## config.mk

```make
export PLATFORM = sky130hd
export DESIGN_NAME = srsp_dev_flat
export DESIGN_NICKNAME = d
export VERILOG_FILES = /design/src/srsp_pkg.sv /design/src/srsp_if.sv /design/src/srsp_dev.sv /design/src/flat_wrapper.sv
export SDC_FILE = /design/constraint.sdc
export NUM_CORES = 1
export LEC_CHECK = 0
export ABC_AREA = 1
export BUFFER_PORTS_ARGS = -buffer_cell sky130_fd_sc_hd__buf_2
export CORE_UTILIZATION = 50
export CTS_CLUSTER_DIAMETER = 80
export CTS_CLUSTER_SIZE = 12
export DETAILED_ROUTE_END_ITERATION = 6
export PLACE_DENSITY = 0.75
export SYNTH_ARGS = -nofsm -noshare
export SYNTH_HDL_FRONTEND = slang
export SYNTH_SLANG_ARGS = --single-unit
```

## constraint.sdc

```tcl
create_clock -name clk -period 1.4 [get_ports clk]
set_input_delay 0.14 -clock clk [delete_from_list [all_inputs] [get_ports clk]]
set_output_delay 0.14 -clock clk [all_outputs]
set_load 0.01 [all_outputs]
```

## src/srsp_pkg.sv

```systemverilog
// Operation
// - Device is slave only, never drives clock
// - Host frames each transaction with select low
// - Device samples input on rising clock edge
// - Device shifts output on falling clock edge
// - Host captures output on rising edges
// - Output stays released until read requested
// - Drive output only after read direction bit
// - All bytes and words go MSB first
// - Header: seven address bits then direction bit
// - Direction one writes, zero reads
// - Words travel upper byte then lower byte
// - Mode three: clock idles high
// - Host holds clock high when idle
// - Host clock no faster than 10 MHz
// - Address increments except 0x5f, 0x60, 0x7f
// - Each FIFO read advances FIFO one word
package srsp_pkg;
   localparam int SRSP_ADDR_W = 7;
   localparam int SRSP_DATA_W = 16;
   localparam int SRSP_HDR_BITS = 8;
   localparam logic [6:0] SRSP_ADDR_HOLD_A = 7'h5f;
   localparam logic [6:0] SRSP_ADDR_FIFO = 7'h60;
   localparam logic [6:0] SRSP_ADDR_HOLD_B = 7'h7f;
   localparam logic SRSP_DIR_WRITE = 1'b1;
   localparam logic SRSP_DIR_READ = 1'b0;
   localparam int SRSP_CLK_MHZ = 50;
   localparam int SRSP_SCLK_MAX_MHZ = 10;
   // Half period of the host-made clock, in system cycles, rounded up to stay under max rate
   localparam int SRSP_SCLK_HALF_CYC =
      (SRSP_CLK_MHZ + 2 * SRSP_SCLK_MAX_MHZ - 1) / (2 * SRSP_SCLK_MAX_MHZ);
   // A reply bit needs six cycles from a host falling edge: two synchroniser stages and
   // one register in the device, then two synchroniser stages in the host
   localparam int SRSP_LOOP_CYC = 6;
   localparam int SRSP_HALF_MIN =
      (SRSP_SCLK_HALF_CYC > SRSP_LOOP_CYC) ? SRSP_SCLK_HALF_CYC : SRSP_LOOP_CYC;
   // Divider reload value; the toggle itself costs one more cycle
   localparam logic [7:0] SRSP_HALF_CNT = 8'(SRSP_HALF_MIN - 1);

   typedef enum logic [1:0] {
      SRSP_H_IDLE = 2'b00,
      SRSP_H_SHIFT = 2'b01,
      SRSP_H_GAP = 2'b10
   } srsp_hstate_e;

   // Address after a word: hold at the special locations
   function automatic logic [6:0] srsp_next_addr(input logic [6:0] a);
      if (a == SRSP_ADDR_HOLD_A || a == SRSP_ADDR_FIFO || a == SRSP_ADDR_HOLD_B) begin
         return a;
      end
      return a + 7'h01;
   endfunction : srsp_next_addr
endpackage : srsp_pkg

```

## src/srsp_if.sv

```systemverilog
`timescale 1ns/100ps
interface srsp_if;
   logic cs_n;
   logic sclk;
   logic mosi;
   logic miso_o;
   logic miso_oe_n;
   // Released line reads high, as through a pull-up
   wire miso = miso_oe_n ? 1'b1 : miso_o;
   modport dev (input cs_n, input sclk, input mosi, output miso_o, output miso_oe_n);
   modport host (output cs_n, output sclk, output mosi, input miso);
endinterface : srsp_if

```

## src/srsp_dev.sv

```systemverilog
`timescale 1ns/100ps
module srsp_dev
   import srsp_pkg::*;
(
   input wire logic clk,
   input wire logic rst_n,
   srsp_if.dev link,
   output logic [6:0] reg_addr,
   output logic wr_stb,
   output logic [15:0] wr_data,
   output logic rd_stb,
   output logic fifo_pop,
   input wire logic [15:0] rd_data
);
   // ==========================================
   // Pin synchronisers
   logic [1:0] cs_s, ck_s, mo_s;
   logic ck_d;
   logic [1:0] next_cs_s, next_ck_s, next_mo_s;
   always_comb begin
      next_cs_s = {cs_s[0], link.cs_n};
      next_ck_s = {ck_s[0], link.sclk};
      next_mo_s = {mo_s[0], link.mosi};
   end
   always_ff @(posedge clk) begin
      if (!rst_n) begin
         cs_s <= 2'h3;
         ck_s <= 2'h3;
         mo_s <= 2'h0;
         ck_d <= 1'b1;
      end else begin
         cs_s <= next_cs_s;
         ck_s <= next_ck_s;
         mo_s <= next_mo_s;
         ck_d <= ck_s[1];
      end
   end
   wire sel = !cs_s[1];
   wire rise = sel && ck_s[1] && !ck_d;
   wire fall = sel && !ck_s[1] && ck_d;

   // ==========================================
   // Shift engine; clock is only ever an input here
   logic [3:0] bcnt, next_bcnt;
   logic hdr_done, next_hdr_done;
   logic dir, next_dir;
   logic [15:0] sh_in, next_sh_in;
   logic [15:0] sh_out, next_sh_out;
   logic [6:0] next_reg_addr;
   logic next_wr_stb, next_rd_stb, next_fifo_pop;
   logic [15:0] next_wr_data;
   logic miso_o, next_miso_o;
   logic oe_n, next_oe_n;
   logic load, next_load;

   always_comb begin
      next_bcnt = bcnt;
      next_hdr_done = hdr_done;
      next_dir = dir;
      next_sh_in = sh_in;
      next_sh_out = sh_out;
      next_reg_addr = reg_addr;
      next_wr_stb = 1'b0;
      next_rd_stb = 1'b0;
      next_fifo_pop = 1'b0;
      next_wr_data = wr_data;
      next_miso_o = miso_o;
      next_oe_n = oe_n;
      next_load = 1'b0;
      if (!sel) begin
         // Deselect drops any partial word and releases the line
         next_bcnt = 4'h0;
         next_hdr_done = 1'b0;
         next_oe_n = 1'b1;
      end else begin
         if (load) begin
            // Read data fetched in the same cycle as the request strobe
            next_sh_out = rd_data;
         end
         if (rise) begin
            next_sh_in = {sh_in[14:0], mo_s[1]};
            next_bcnt = bcnt + 4'h1;
            if (!hdr_done && bcnt == 4'h7) begin
               // Header: address MSB first, then direction
               next_reg_addr = sh_in[6:0];
               next_dir = mo_s[1];
               next_hdr_done = 1'b1;
               next_bcnt = 4'h0;
               if (mo_s[1] == SRSP_DIR_READ) begin
                  next_rd_stb = 1'b1;
                  next_load = 1'b1;
               end
            end else if (hdr_done && bcnt == 4'hf) begin
               // Upper byte then lower byte make one word
               if (dir == SRSP_DIR_WRITE) begin
                  next_wr_data = {sh_in[14:0], mo_s[1]};
                  next_wr_stb = 1'b1;
                  next_reg_addr = srsp_next_addr(reg_addr);
               end else begin
                  next_fifo_pop = (reg_addr == SRSP_ADDR_FIFO);
                  next_reg_addr = srsp_next_addr(reg_addr);
                  next_rd_stb = 1'b1;
                  next_load = 1'b1;
               end
            end
         end
         if (fall && hdr_done && dir == SRSP_DIR_READ) begin
            // First falling edge after a read header turns on the driver
            next_oe_n = 1'b0;
            next_miso_o = sh_out[15];
            next_sh_out = {sh_out[14:0], 1'b0};
         end
      end
   end

   always_ff @(posedge clk) begin
      if (!rst_n) begin
         bcnt <= 4'h0;
         hdr_done <= 1'b0;
         dir <= 1'b0;
         sh_in <= 16'h0000;
         sh_out <= 16'h0000;
         reg_addr <= 7'h00;
         wr_stb <= 1'b0;
         rd_stb <= 1'b0;
         fifo_pop <= 1'b0;
         wr_data <= 16'h0000;
         miso_o <= 1'b1;
         oe_n <= 1'b1;
         load <= 1'b0;
      end else begin
         bcnt <= next_bcnt;
         hdr_done <= next_hdr_done;
         dir <= next_dir;
         sh_in <= next_sh_in;
         sh_out <= next_sh_out;
         reg_addr <= next_reg_addr;
         wr_stb <= next_wr_stb;
         rd_stb <= next_rd_stb;
         fifo_pop <= next_fifo_pop;
         wr_data <= next_wr_data;
         miso_o <= next_miso_o;
         oe_n <= next_oe_n;
         load <= next_load;
      end
   end

   assign link.miso_o = miso_o;
   assign link.miso_oe_n = oe_n;
endmodule : srsp_dev

```

## src/flat_wrapper.sv

```systemverilog
// flat-port wrapper written by rule: the top's interface ports become plain ports
module srsp_dev_flat import srsp_pkg::*;
  (clk, rst_n, reg_addr, wr_stb, wr_data, rd_stb, fifo_pop, rd_data, link_cs_n, link_sclk, link_mosi, link_miso_o, link_miso_oe_n);
  srsp_if link_i ();
  input wire logic clk;
  input wire logic rst_n;
  output logic [6:0] reg_addr;
  output logic wr_stb;
  output logic [15:0] wr_data;
  output logic rd_stb;
  output logic fifo_pop;
  input wire logic [15:0] rd_data;
  input wire logic [$bits(link_i.cs_n)-1:0] link_cs_n;
  input wire logic [$bits(link_i.sclk)-1:0] link_sclk;
  input wire logic [$bits(link_i.mosi)-1:0] link_mosi;
  output wire logic [$bits(link_i.miso_o)-1:0] link_miso_o;
  output wire logic [$bits(link_i.miso_oe_n)-1:0] link_miso_oe_n;
  assign link_i.cs_n = link_cs_n;
  assign link_i.sclk = link_sclk;
  assign link_i.mosi = link_mosi;
  assign link_miso_o = link_i.miso_o;
  assign link_miso_oe_n = link_i.miso_oe_n;
  srsp_dev u_core (.clk(clk), .rst_n(rst_n), .link(link_i), .reg_addr(reg_addr), .wr_stb(wr_stb), .wr_data(wr_data), .rd_stb(rd_stb), .fifo_pop(fifo_pop), .rd_data(rd_data));
endmodule
```

==> impl_metrics.yaml <==
run_status:
  status: "complete, but fails checks"
  violations: "negative setup slack"
setup_path:
  crit_family: "simple AND/OR/NAND/NOR gates"
  crit_arrival_ns: 1.72
  path_buf_inv: 1
  reg2reg_from: "u_core.bcnt[0]$_SDFFE_PP0N_"
  r2r_cells: 7
  slowest_delay_ns: 0.35
  crit_fanout: 3
  crit_path_end_kind: "flop"
  reg2reg_to: "u_core.rd_stb$_SDFF_PP0_"
  worstSetupPathType: "flop to flop"
  start_kind: "flop"
  path_cells: "ha_4 -> nand2_2 -> nor3_2 -> buf_4 -> nand2_4 -> or2_1 -> a21oi_2"
  worst_ep_required_time_ns: 1.68
  crit_slowest_cell: "dfxtp_2"
  reg2reg_slack_ns: -0.04
die:
  die_y_um: 79.8
  io_pins: 49
  initial_core_util: 0.533
  rows: 27
  die_w_um: 79.8
  fp.dieArea_mm2: 0.00636
  fp.coreArea_mm2: 0.00568
worst_hold_path:
  min_from: "rd_data[0]"
  hold_path_class: "primary input to flop"
  hold_end: "u_core.sh_out[0]$_SDFFE_PN0P_"
  min_path_cells: 3
timing:
  rsz0062_at_grt: "yes"
  skew_ns: 0.00874
  fin_crit_sh: 1.03
  min_period_ns: 1.44
  finalSetupViolCount: 9
  worst_pin_slew_ns: 0.394
  hold_viol: 0
  slew_violations: 0
  max_slew_margin: 0.737
  layout_setup_ws_ns: -0.0400
  fmax_ghz: 0.694
clock_network:
  clock_sinks: 72
  clock_path_buffers: 2
  cts_tree: "yes"
  cts-buffers-inserted: 9
  path_clk_slew_ns: 0.07
  htree_num_levels: 3
  clock-root-buffer: "clkbuf_8"
  clock_latency_ns: 0.35
yosys:
  synthesis.instances: 409
  synth_nets: 433
  synth_top_area_frac: 0.477
  yosysWarnings: 0
  syn_area_per_cell_um2: 7.39
  ys_seq_elements: 72
  synth_cell_type_count: 29
  yosysSeqAreaShare: 0.477
  syn_area_mm2: 0.00302
  ys_top_cells_by_area: "dfxtp_1 48%, o21ai_0 11%, nand2_1 7.3%"
  synth_largest_area_cell: "dfxtp_1"
placement:
  dpl_cell_area_mm2: 0.00348
  hpwl_um: 4350
  gp_congestion: 0.933
  place_ws_ns: -0.106
  port_buffers: 48
global_route:
  antenna_found_initial: 0
  grt_max_degree: 41
  grt.total_usage: 0.226
  grt_pass1_wl_um: 11100
  overflow: 0
  grt_pass1_vias: 2501
detailed_routing:
  drt-pass1-iter-count: 4
  initialDrtViolationCount: 246
  drc: 0
  antenna_left: 0
  vias: 2859
  drt-wirelength-per-cell_um: 12.6
  routed_wl_um: 7040
  vias_per_cell: 5.11
layout:
  mostFrequentLayoutCells: "68 x dfxtp_1, 65 x o21ai_0, 51 x nand2_1"
  drive_gt1_frac: 0.311
  syn_to_final_growth_pct: 32.9
  num_antenna_cells: 0
  fin_area_mm2: 0.00402
  final_common_cell: "dfxtp_1"
  nets: 507
power:
  p_leak_nw: 1.71
  vdd_ir_drop_max_v: 0.000624
  p_per_area_mw_per_mm2: 1040
flow_run:
  drv_cap: 0
cell type report:
type	count	area (um2)
Timing Repair Buffer	84	593
Inverter	51	199
Sequential cell	72	1450
Multi-Input combinational cell	265	1440
Clock buffer	9	124
Fill cell	461	1660
Tap cell	72	90.1
Clock inverter	7	120
worst max-delay path by stage:
stage | start | end | slack, ns | cells past startpoint
after global routing | u_core.bcnt[0]$_SDFFE_PP0N_ | u_core.reg_addr[5]$_SDFFE_PN0P_ | -0.11 | 10
after floorplan | u_core.bcnt[1]$_SDFFE_PP0N_ | u_core.reg_addr[5]$_SDFFE_PN0P_ | 0.0008 | 9
after global placement | u_core.reg_addr[0]$_SDFFE_PN0P_ | u_core.reg_addr[0]$_SDFFE_PN0P_ | -0.06 | 7
final | u_core.bcnt[0]$_SDFFE_PP0N_ | u_core.rd_stb$_SDFF_PP0_ | -0.04 | 7
after CTS | u_core.reg_addr[1]$_SDFFE_PN0P_ | u_core.reg_addr[3]$_SDFFE_PN0P_ | -0.03 | 8
after detailed placement | u_core.reg_addr[0]$_SDFFE_PN0P_ | u_core.reg_addr[3]$_SDFFE_PN0P_ | -0.11 | 7
state kept, by name (all words and copies together) (netlist names), 2 cells and up:
register and flops:
u_core.ck_s 2, u_core.mo_s 2, u_core.reg_addr 7, u_core.bcnt 4, u_core.cs_s 2, u_core.sh_in 15
u_core.sh_out 16, u_core.wr_data 16
Yosys cell counts:
cell type and number:
buf_1 1, o21ai_1 1, inv_2 1, nand4_1 1, a211oi_1 1, nand2_2 2, a21oi_1 42, nand3_1 20
nand2_4 1, clkbuf_2 1, buf_2 7, or2_2 5, a21boi_0 1, or2_1 1, clkbuf_1 7, nor3_2 2
o21ai_0 65, nor3b_2 1, buf_4 2, inv_1 50, nor4_1 1, nor2_2 2, buf_6 4, dfxtp_1 72
nand3_2 1, xor2_1 2, nor2_1 53, ha_1 3, nand2_1 59
per-layer routing:
layer  track usage  routed length (um)
met5             0                   0
met4        0.0857                 123
met3        0.0629                 354
met2         0.365                3330
met1         0.285                3240
through the flow:
step / instances / hold WS [ns] / setup TNS (ns) / power, mW / utilization
floorplan: 409 / 0.238 / 0 / 2.17 / -
global placement: 532 / 0.326 / -0.398 / 2.21 / 0.614
detailed placement: 532 / 0.325 / -0.667 / 2.21 / 0.614
CTS: 555 / 0.0512 / -0.0286 / 4.18 / 0.677
global route: 560 / 0.0672 / -1.43 / 4.30 / 0.708
finish: 560 / 0.0554 / -0.206 / 4.16 / 0.708
cell families (layout without fill, tap and decap cells):
kind of cell             Yosys count  after routing  synth area share
adder cells (fa/ha/maj)            3              3            0.0124
AO/OA/AOI/OAI                    110            110             0.184
buffers and inverters             73            151             0.106
AND/OR/NAND/NOR                  149            150             0.215
flip-flops                        72             72             0.477
XOR/XNOR                           2              2           0.00580
power breakdown:
part | internal (mW) | total (mW) | switching (mW)
Clock | 1.19 | 1.99 | 0.807
Sequential | 2.05 | 2.06 | 0.00690
Combinational | 0.0501 | 0.109 | 0.0590
Total | 3.29 | 4.16 | 0.873
tightest hold or removal path, cell delays in order:
cell	delay, ns
buf_2	0.10
nand2_1	0.06
a211oi_1	0.06
repair_timing:
action                     4_1_cts  5_1_grt
hold endpoints to repair         3        0
gates cloned                     1        1
pin swaps                        7       19
buffers inserted                 3        4
hold buffers                     3        0
gates resized for setup         17       31
setup endpoints to repair       16       28
No activity file was read; power rests on OpenSTA's default activity.
